## config.mk

```make
export PLATFORM = sky130hd
export DESIGN_NAME = pid_speed_regulator
export DESIGN_NICKNAME = d
export VERILOG_FILES = /design/src/pid_reg_pkg.sv /design/src/pid_speed_regulator.sv
export SDC_FILE = /design/constraint.sdc
export NUM_CORES = 2
export LEC_CHECK = 0
export ABC_AREA = 0
export BUFFER_PORTS_ARGS = -buffer_cell sky130_fd_sc_hd__buf_4
export CAP_MARGIN = 20
export CORE_AREA = 3 3 281 283
export CTS_BUF_LIST = sky130_fd_sc_hd__clkbuf_4
export DETAILED_ROUTE_END_ITERATION = 10
export DIE_AREA = 0 0 284 286
export GPL_TIMING_DRIVEN = 0
export SKIP_LAST_GASP = 1
export SYNTH_ARGS = -nofsm -noshare
export SYNTH_HDL_FRONTEND = slang
export SYNTH_SLANG_ARGS = --single-unit
```

## constraint.sdc

```tcl
create_clock -name clk -period 8.2 [get_ports clk]
set_input_delay 0 -clock clk [delete_from_list [all_inputs] [get_ports clk]]
set_output_delay 0 -clock clk [all_outputs]
set_load 0.005 [all_outputs]
```

## src/pid_reg_pkg.sv

```systemverilog
package pid_reg_pkg;
  localparam int VAL_W = 16;
  localparam int ACC_W = 32;
  localparam int GAIN_W = 8;
  localparam logic [15:0] SCALE_LIMIT = 16'h7FFF;
  localparam logic [2:0] FB_NONE = 3'h0;
  localparam logic [2:0] FB_AI1 = 3'h1;
  localparam logic [2:0] FB_AI2 = 3'h2;
  localparam logic [2:0] FB_AI3 = 3'h3;
  localparam logic [2:0] FB_AI4 = 3'h4;
  localparam logic [2:0] FB_FREQ = 3'h5;
  localparam logic [2:0] FB_ENC = 3'h6;
  localparam logic [2:0] FB_NET = 3'h7;
  localparam int GAIN_SHIFT = 4;
  localparam logic [ACC_W-1:0] INTEG_LIMIT = 32'h0007_FFFF;
  localparam logic [15:0] RESET_SCALE_MIN = 16'h0064;
  localparam logic [15:0] RESET_SCALE_MAX = 16'h03E8;
  localparam int LOW_SPEED_TIME_US = 1000;
  localparam int CLK_MHZ = 25;
  localparam int LOW_SPEED_CYCLES = LOW_SPEED_TIME_US * CLK_MHZ;
endpackage

```

## src/pid_speed_regulator.sv

```systemverilog
// Notes on behaviour
// - regulation inactive without assigned feedback
// - feedback from inputs one-four, frequency, encoder
// - base setpoint internal or channel A
// - two select inputs pick presets
// - scaling limits above 32767 rejected
// - wake after low-speed stop on error
// - reversal flips sign of correction
// - integral term shorted by input
// - feedback alarm on logic output
// - error alarm on logic output
// - startup ramp only on start, wake
// - manual input picks preset or manual
// - predictive speed initialises on restart
// - network feedback held in forced local
`timescale 1ns/100ps
module pid_speed_regulator
  import pid_reg_pkg::*;
#(
  parameter int LOW_SPEED_LIMIT = LOW_SPEED_CYCLES
) (
  input wire logic clk,
  input wire logic resetn,
  input wire logic [2:0] feedback_source_select,
  input wire logic [3:0] card_present,
  input wire logic signed [15:0] analog_in1,
  input wire logic signed [15:0] analog_in2,
  input wire logic signed [15:0] analog_in3,
  input wire logic signed [15:0] analog_in4,
  input wire logic signed [15:0] freq_in,
  input wire logic signed [15:0] encoder_in,
  input wire logic signed [15:0] network_in,
  input wire logic forced_local,
  input wire logic internal_setpoint_enable,
  input wire logic signed [15:0] internal_setpoint,
  input wire logic signed [15:0] reference_channel_a,
  input wire logic signed [15:0] preset_setpoint_two,
  input wire logic signed [15:0] preset_setpoint_three,
  input wire logic signed [15:0] preset_setpoint_four,
  input wire logic preset_select_low_input,
  input wire logic preset_select_high_input,
  input wire logic scale_write,
  input wire logic [1:0] scale_index,
  input wire logic [15:0] scale_value,
  input wire logic signed [15:0] wake_error_threshold,
  input wire logic low_speed_active,
  input wire logic correction_reverse,
  input wire logic integral_bypass,
  input wire logic [GAIN_W-1:0] proportional_gain,
  input wire logic [GAIN_W-1:0] integral_gain,
  input wire logic [GAIN_W-1:0] derivative_gain,
  input wire logic signed [15:0] feedback_alarm_level,
  input wire logic signed [15:0] error_alarm_level,
  input wire logic manual_mode,
  input wire logic signed [15:0] preset_speed,
  input wire logic signed [15:0] manual_reference_source,
  input wire logic predictive_enable,
  input wire logic signed [15:0] predictive_speed_source,
  input wire logic run,
  output logic signed [15:0] speed_reference,
  output logic regulator_active,
  output logic sleeping,
  output logic startup_accel_ramp,
  output logic feedback_alarm,
  output logic error_alarm,
  output logic scale_reject,
  output logic [15:0] feedback_scale_min,
  output logic [15:0] feedback_scale_max,
  output logic [15:0] setpoint_scale_min,
  output logic [15:0] setpoint_scale_max
);
  typedef enum logic [1:0] {IDLE, START, REGULATE, SLEEP} phase_e;

  typedef struct packed {
    phase_e phase;
    logic signed [15:0] fb_hold;
    logic signed [15:0] prev_err;
    logic signed [ACC_W-1:0] integ;
    logic [ACC_W-1:0] low_cnt;
    logic signed [15:0] speed;
    logic active;
    logic sleep;
    logic accel;
    logic fb_alarm;
    logic err_alarm;
    logic reject;
    logic [15:0] fb_min;
    logic [15:0] fb_max;
    logic [15:0] sp_min;
    logic [15:0] sp_max;
  } state_s;

  state_s st;
  state_s next_st;
  logic rst_meta;
  logic rst_sync;

  function automatic logic signed [15:0] sat16(
    input logic signed [ACC_W-1:0] v
  );
    if (v > 32'sh0000_7FFF) begin
      sat16 = 16'sh7FFF;
    end else if (v < -32'sh0000_8000) begin
      sat16 = 16'sh8000;
    end else begin
      sat16 = v[15:0];
    end
  endfunction

  function automatic logic signed [15:0] mag(input logic signed [15:0] v);
    mag = (v < 0) ? sat16(-ACC_W'(v)) : v;
  endfunction

  always_ff @(posedge clk or negedge resetn) begin
    if (!resetn) begin
      rst_meta <= 1'b0;
      rst_sync <= 1'b0;
    end else begin
      rst_meta <= 1'b1;
      rst_sync <= rst_meta;
    end
  end

  logic fb_ok;
  logic signed [15:0] fb_val;
  logic signed [15:0] setpoint;
  logic signed [15:0] err;
  logic signed [15:0] corr;
  logic signed [ACC_W-1:0] p_term;
  logic signed [ACC_W-1:0] d_term;
  logic signed [ACC_W-1:0] i_next;
  logic signed [ACC_W-1:0] pid_sum;

  always_comb begin
    // optional sources need their extension card
    // feedback source mux
    fb_ok = 1'b1;
    fb_val = st.fb_hold;
    unique case (feedback_source_select)
      FB_NONE: fb_ok = 1'b0;
      FB_AI1: fb_val = analog_in1;
      FB_AI2: fb_val = analog_in2;
      FB_AI3: begin
        fb_ok = card_present[0];
        fb_val = analog_in3;
      end
      FB_AI4: begin
        fb_ok = card_present[0];
        fb_val = analog_in4;
      end
      FB_FREQ: begin
        fb_ok = card_present[0];
        fb_val = freq_in;
      end
      FB_ENC: begin
        fb_ok = card_present[1];
        fb_val = encoder_in;
      end
      FB_NET: begin
        fb_val = forced_local ? st.fb_hold : network_in;
      end
    endcase
    setpoint = internal_setpoint_enable ? internal_setpoint
                                        : reference_channel_a;
    unique case ({preset_select_high_input, preset_select_low_input})
      2'b01: setpoint = preset_setpoint_two;
      2'b10: setpoint = preset_setpoint_three;
      2'b11: setpoint = preset_setpoint_four;
      default: ;
    endcase
    err = sat16(ACC_W'(setpoint) - ACC_W'(fb_val));
    corr = correction_reverse ? sat16(-ACC_W'(err)) : err;
    p_term = (ACC_W'(corr) * $signed({1'b0, proportional_gain}))
             >>> GAIN_SHIFT;
    d_term = ((ACC_W'(corr) - ACC_W'(st.prev_err))
             * $signed({1'b0, derivative_gain})) >>> GAIN_SHIFT;
    i_next = st.integ + ((ACC_W'(corr) * $signed({1'b0, integral_gain}))
             >>> GAIN_SHIFT);
    // clamp bounds wind-up at +/-INTEG_LIMIT, output saturated or not
    if (i_next > $signed(INTEG_LIMIT)) begin
      i_next = $signed(INTEG_LIMIT);
    end else if (i_next < -$signed(INTEG_LIMIT)) begin
      i_next = -$signed(INTEG_LIMIT);
    end
    if (integral_bypass) begin
      i_next = '0;
    end
    pid_sum = p_term + d_term + (i_next >>> GAIN_SHIFT);
  end

  always_comb begin
    next_st = st;
    next_st.reject = 1'b0;
    if (fb_ok && !(feedback_source_select == FB_NET && forced_local)) begin
      next_st.fb_hold = fb_val;
    end
    if (scale_write) begin
      if (scale_value > SCALE_LIMIT) begin
        next_st.reject = 1'b1;
      end else begin
        unique case (scale_index)
          2'h0: next_st.fb_min = scale_value;
          2'h1: next_st.fb_max = scale_value;
          2'h2: next_st.sp_min = scale_value;
          2'h3: next_st.sp_max = scale_value;
        endcase
      end
    end
    next_st.fb_alarm = fb_ok && (fb_val > feedback_alarm_level);
    next_st.err_alarm = fb_ok && (mag(err) > error_alarm_level);
    next_st.accel = 1'b0;
    if (!fb_ok || !run) begin
      next_st.phase = IDLE;
      next_st.integ = '0;
      next_st.prev_err = '0;
      next_st.low_cnt = '0;
      next_st.speed = '0;
      next_st.active = 1'b0;
      next_st.sleep = 1'b0;
    end else begin
      unique case (st.phase)
        IDLE: begin
          next_st.phase = START;
          next_st.active = 1'b1;
          next_st.accel = 1'b1;
          next_st.speed = predictive_enable ? predictive_speed_source
                                            : 16'sh0000;
          next_st.integ = predictive_enable
            ? (ACC_W'(predictive_speed_source) <<< GAIN_SHIFT) : '0;
        end
        START, REGULATE: begin
          next_st.accel = (st.phase == START);
          next_st.phase = REGULATE;
          next_st.integ = i_next;
          next_st.prev_err = corr;
          next_st.speed = manual_mode
            ? sat16(pid_sum + ACC_W'(manual_reference_source)) : preset_speed;
          next_st.low_cnt = low_speed_active ? st.low_cnt + 1 : '0;
          if (st.low_cnt >= ACC_W'(LOW_SPEED_LIMIT - 1)) begin
            next_st.phase = SLEEP;
            next_st.sleep = 1'b1;
            next_st.speed = '0;
            next_st.low_cnt = '0;
          end
        end
        SLEEP: begin
          if (mag(err) > wake_error_threshold) begin
            next_st.phase = START;
            next_st.sleep = 1'b0;
            next_st.accel = 1'b1;
            next_st.integ = '0;
          end
        end
      endcase
    end
  end

  always_ff @(posedge clk or negedge rst_sync) begin
    if (!rst_sync) begin
      st <= '{phase: IDLE, fb_min: RESET_SCALE_MIN,
              fb_max: RESET_SCALE_MAX, sp_min: RESET_SCALE_MIN,
              sp_max: RESET_SCALE_MAX, default: '0};
    end else begin
      st <= next_st;
    end
  end

  assign speed_reference = st.speed;
  assign regulator_active = st.active;
  assign sleeping = st.sleep;
  assign startup_accel_ramp = st.accel;
  assign feedback_alarm = st.fb_alarm;
  assign error_alarm = st.err_alarm;
  assign scale_reject = st.reject;
  assign feedback_scale_min = st.fb_min;
  assign feedback_scale_max = st.fb_max;
  assign setpoint_scale_min = st.sp_min;
  assign setpoint_scale_max = st.sp_max;
endmodule

```

-- Yosys cells after proc, flatten, opt, wreduce, memory -nomap -nowiden
Index checks and enable logic that the tools add are counted.
- add/sub/neg operators: 8
- $mul: 3
- $lt $le $gt $ge: 14
- equality and inequality tests: 18
- mux-type cells: 47
- bitwise operators: 1
- reduce and logical (&&, ||, !) cells: 22
- operators by type and width (operator ; count):
    $mux 16 ; 20
    $mux 32 ; 7
    $pmux 16 s7 ; 1
    $mux 98 ; 1
    $pmux 32 s3 ; 1
    $mux 65 ; 1
    $mux 64 ; 1
    $mul 16x9->25 ; 2
    $gt 16x16->1 ; 3
    $mux 48 ; 1
    $pmux 16 s3 ; 1
    $sub 16x16->17 ; 2
    $add 32x1->32 const B ; 1
    $add 32x21->32 ; 1
    $ge 32x15->1 const B ; 1
    $gt 32x16->1 const B ; 1
    $gt 32x20->1 const B ; 1
    $lt 32x16->1 const B ; 1
    $lt 32x20->1 const B ; 1
    $neg 16->32 ; 1
    $pmux 16 s2 ; 1
    $add 29x16->30 ; 1
    $gt 30x16->1 const B ; 1
    $lt 30x16->1 const B ; 1
    other kinds (29) ; 60
- register bits: 186
- bits of input ports: 350
- output and inout bits: 86
- logic and storage cells: 131

-- Logic depth before layout (Yosys ltp)
- depth in word-level cells: 26
- mapped depth: 79
- mapped depth without buffers: 72

-- Worst setup path before layout
OpenSTA, ideal clock, no wires.
- path kind: input -> register
- from: input port preset_select_high_input
- to: register st, in the netlist speed_reference[7]
- setup time: 0.074 ns
- data arrival time: 16.518 ns
- required time: 8.126 ns
- slack: -8.393 ns
- stages: 67
- buffers on the path: 11
- cell sequence: clkbuf_1 buf_1 mux4_2 ha_1 a21oi_2 o21ai_1 or4_1 o211a_1 a211oi_2 buf_2 buf_2 clkbuf_1 clkbuf_1 o32ai_1 nand2_1 ha_1 nand2_1 nand2_1 [31 not listed] buf_2 o21ai_0 fa_1 ha_1 inv_1 fa_1 nor2b_1 o31ai_1 a211oi_2 nor2_4 xnor2_1 or4b_1 a2111oi_0 and4bb_1 a21oi_2 buf_6 o32a_1 o21ai_2
- longest elaborated chain between the ends: 26
- elaborated cells between the ends (all ways): 36
- RTL lines (item ; line ; source):
    start, declared ; pid_speed_regulator.sv:41 ; input wire logic preset_select_high_input,
    $eq 2x2->1 or $eq 2x1->1 (tied branches) ; pid_speed_regulator.sv:165 ; unique case ({preset_select_high_input, preset_select_low_input})
    $pmux 16 s3 (*) ; pid_speed_regulator.sv:165 ;
    $sub 16x16->17 (*) ; pid_speed_regulator.sv:171 ; err = sat16(ACC_W'(setpoint) - ACC_W'(fb_val));
    $lt 17x16->1 ; pid_speed_regulator.sv:103 ; end else if (v < -32'sh0000_8000) begin
    $mux 16 ; pid_speed_regulator.sv:103 ;
    $mux 16 (*) ; pid_speed_regulator.sv:101 ; if (v > 32'sh0000_7FFF) begin
    $neg 16->32 ; pid_speed_regulator.sv:172 ; corr = correction_reverse ? sat16(-ACC_W'(err)) : err;
    $lt 32x16->1 ; pid_speed_regulator.sv:103 ;
    [10 not listed] ; n/a ;
    $add 29x16->30 (*) ; pid_speed_regulator.sv:237 ; ? sat16(pid_sum + ACC_W'(manual_reference_source)) : preset_speed;
    $lt 30x16->1 ; pid_speed_regulator.sv:103 ;
    $mux 16 ; pid_speed_regulator.sv:103 ;
    $mux 16 (*) ; pid_speed_regulator.sv:101 ;
    $mux 16 (*) ; pid_speed_regulator.sv:237 ;
    $mux 48 (*) ; pid_speed_regulator.sv:239 ; if (st.low_cnt >= ACC_W'(LOW_SPEED_LIMIT - 1)) begin
    $pmux 16 s2 (*) ; pid_speed_regulator.sv:221 ; unique case (st.phase)
    $mux 98 (*) ; pid_speed_regulator.sv:212 ; if (!fb_ok || !run) begin
    end signal, assigned ; pid_speed_regulator.sv:260 ; st <= '{phase: IDLE, fb_min: RESET_SCALE_MIN,
    end signal, assigned ; pid_speed_regulator.sv:264 ; st <= next_st;
    end, declared ; pid_speed_regulator.sv:93 ; state_s st;
Every way passes the cells marked *; elsewhere a longest branch is shown, timed or not.
A chain may end at the register's enable or synchronous reset.

-- Final worst setup path
- from: register st[166] in the netlist's numbering
- to: register st, in the netlist speed_reference[6]
- longest elaborated chain between the ends: 26
- elaborated cells between the ends (all ways): 34
- RTL lines (item ; line ; source):
    $mux 16 ; pid_speed_regulator.sv:160 ; fb_val = forced_local ? st.fb_hold : network_in;
    $pmux 16 s7 (*) ; pid_speed_regulator.sv:139 ; unique case (feedback_source_select)
    named net fb_val[0] ; pid_speed_regulator.sv:125 ; logic signed [15:0] fb_val;
    $sub 16x16->17 (*) ; pid_speed_regulator.sv:171 ;
    $lt 17x16->1 ; pid_speed_regulator.sv:103 ;
    $mux 16 ; pid_speed_regulator.sv:103 ;
    $mux 16 (*) ; pid_speed_regulator.sv:101 ;
    $neg 16->32 ; pid_speed_regulator.sv:172 ;
    [11 not listed] ; n/a ;
    $add 29x16->30 (*) ; pid_speed_regulator.sv:237 ;
    $lt 30x16->1 ; pid_speed_regulator.sv:103 ;
    $mux 16 ; pid_speed_regulator.sv:103 ;
    $mux 16 (*) ; pid_speed_regulator.sv:101 ;
    $mux 16 (*) ; pid_speed_regulator.sv:237 ;
    $mux 48 (*) ; pid_speed_regulator.sv:239 ;
    $pmux 16 s2 (*) ; pid_speed_regulator.sv:221 ;
    $mux 98 (*) ; pid_speed_regulator.sv:212 ;
The timed path passes the listed nets; every way through them passes the cells marked *.

==> summary.txt <==
Run status
  – Status: complete, but fails checks
  – Failing checks: negative setup slack

Critical path
  – CP top delay family: compound AO/OA/AOI/OAI gates
  – Crit path kind: register to register
  – WP data required: 8890 ps
  – Crit path DAT: 16,770 ps
  – Slowest stage delay, CP: about 570 ps
  – Bufs and invs on worst path: 14
  – Crit end category: register
  – Startpoint class of the critical path: register
  – Crit-path max FO: 10
  – Most used cell along the critical path: buf_4
  – CP max-delay cell: fa_1

Timing
  – Final period utilization: 196%
  – Relative slew slack: 15.3%
  – Fmax: 0.0622 GHz
  – Final worst slack: -7880 ps
  – Final hold vios: 0
  – Setup violators final: 49
  – TNS Setup: -260,250 ps
  – Min Tclk post-route: ~16,000 ps
  – Final Max Slew Viols: 0
  – Clock Skew: 38.8 ps
  – Worst Tran Pin Value: around 1300 ps
  – Unrepaired setup endpoints after global routing: yes

Floorplanning
  – Die width: 284 um
  – FP Rows: about 100
  – Die height: 286 um
  – Core box area: between 70,000 and 80,000 um^2
  – Die ar.: roughly 80,000 um^2
  – Initial core utilization: 44.7%
  – I/O pin cnt: 436

Synth
  – Synth unique cells: 125
  – Seq cells post-synth: 186
  – Cell accounting for the most synthesized area: fa_1
  – Yosys warnings: 0
  – Post-synthesis mux area share: under 10%
  – Cell with the most instances after synthesis: inv_1
  – Fraction of the mapped netlist area in adder cells: 32.0%
  – Syn Area/Cell: 8.58 um^2
  – Async SR Flop Fraction: 100%
  – Synth area leaders: fa_1, dfrtp_1, ha_1
  – Most common library cells after synthesis: inv_1, fa_1, ha_1, nand2_1, nor2_1
  – Post-synthesis compound-gate area fraction: 19.1%
  – Register area share after synthesis: 13.6%
  – Syn_nets: 5,020
  – XOR/XNOR Fraction of Synth Area: 3.51%
  – Largest family of logic cells by synthesized area: adder cells
  – Post-Syn Instances: ~4,000
  – Post-Synth Simple-Gate Area: 16.1%
  – Yosys top cell area share: a little over a fifth
  – Post-synth EDFFs: 0
  – Synth Flop Type: dfrtp_1
  – Area of the mapped netlist: between 30,000 and 40,000 um^2

GRT
  – Maximum number of pins on one net before global-route repair: 57
  – GRT Util Overall: 29.1%
  – Vias in the first global route: between 30,000 and 40,000
  – Grt total ovfl: 0
  – Wire length of the first global-routing pass: approximately 190,000 um
  – Antenna violations before repair: 5

Min path
  – Hold WC Path Type: input pin to register

Clock tree
  – Max Root-Sink Buffers: 2
  – Clock sinks: around 190
  – Clock input transition at the sequential cells of the worst setup and hold paths: about 220 ps
  – Inserted Clock Buffers: 17
  – CTS tree: yes
  – CTS HTree Levels: 4
  – CTS root buf: clkbuf_4
  – Clk_lat worst skew: 740 ps

Drt
  – DR DRC count: 0
  – Remaining antenna violation count: 0
  – Initial DRT Pass Iterations: 5
  – Post-Route WL: 120,000 um
  – Vias per cell: about 5.6
  – Starting DRT DRC Count: 2,545
  – Vias: ~32,000
  – Drt wl/cell: 20.8 um

Place
  – Routability Congestion: between 0.9 and 1
  – DP HPWL: 95,900 um
  – I/O Buffers: 421
  – Place WS: -11,110 ps
  – Placed cell areas: about 40,000 um^2

Cells and area
  – Final net count: 5,732
  – Area growth from synthesis to layout: 28.6%
  – Design area: 44,300 um^2
  – Share of cells above drive strength 1: 27.4%

Job
  – Max-cap violations: 0
metal layers:
layer,vias to the layer above,part of all wire [%],global-route usage (%)
met2,1266,46,47.2
met4,0,3.3,8.74
li1,15100,-,-
met3,222,7.0,4.08
met5,-,0,0
met1,15900,44,40.3
path summary, 6_finish.rpt:
path	from	slack, ps	depth (start not counted)	to
max	st[166]$_DFFE_PN0P_	-7880	71	speed_reference[6]$_DFFE_PN0P_
min	analog_in2[4]	70	7	st[170]$_DFFE_PN0P_
max reg2reg	st[166]$_DFFE_PN0P_	-7880	71	speed_reference[6]$_DFFE_PN0P_
min reg2reg	rst_meta$_DFF_PN0_	380	0	rst_sync$_DFF_PN0_
max in group asynchronous	rst_sync$_DFF_PN0_	6460	3	st[98]$_DFFE_PN0P_
min in group asynchronous	resetn	90	3	rst_sync$_DFF_PN0_
sequential cells by signal (all words and copies together), names as in the netlist, 16 cells and up:
register and count:
feedback_scale_max 16, setpoint_scale_min 16, st 98, setpoint_scale_max 16, speed_reference 16, feedback_scale_min 16
cells by family (layout without fill, tap and decap cells):
logic type | after synthesis | after routing
simple gates | 1084 | 1084
compound gates | 937 | 937
buf+inv | 869 | 1594
fa+ha+maj | 664 | 664
flops | 186 | 186
xor+xnor | 137 | 137
mux | 137 | 137
other cells | 1 | 7
worst min-delay path: stages:
cell and delay, ps:
buf_4 110, nand2b_1 60, a221oi_1 80, a221oi_2 220, nor2_2 110, inv_1 90
o21ai_0 90
through the flow:
step,std cells,hold WS (ps),util (%)
global route,5785,-13.2,57.5
floorplan,4015,-296,-
CTS,5712,0.143,56.0
detailed placement,5483,-215,51.3
finish,5786,65.3,57.5
global placement,5476,-216,51.2
cells in the final DEF, fill, tap and decap left out, types with 152 or more instances in the layout:
cell type and n:
ha_1 237, fa_1 355, a21oi_1 173, o21ai_0 152, inv_1 594, buf_4 668, nor2_1 226, and2_1 155
dfrtp_1 167, nand2_1 259
cell type report:
| type | instances | area [um^2] |
|---|---|---|
| Buffer | 252 | 1600 |
| Sequential cell | 186 | 4680 |
| Antenna cell | 6 | 15.0 |
| Clock buffer | 17 | 128 |
| Clock inverter | 15 | 213 |
| Inverter | 608 | 2280 |
| Tap cell | 1040 | 1300 |
| Multi-Input combinational cell | 2960 | 28300 |
| Fill cell | 7029 | 32700 |
| Timing Repair Buffer | 702 | 5740 |
timing repair:
item	CTS	global route
setup endpoints to repair	51	53
hold buffers	95	0
hold endpoints to repair	154	0
resized for setup	297	144
pin swaps	118	107
gates cloned	4	0
buffers inserted	107	71
Power is left out: the tool's default activity adds up to more than one toggle a clock period on the data nets, which glitch-free logic cannot reach.
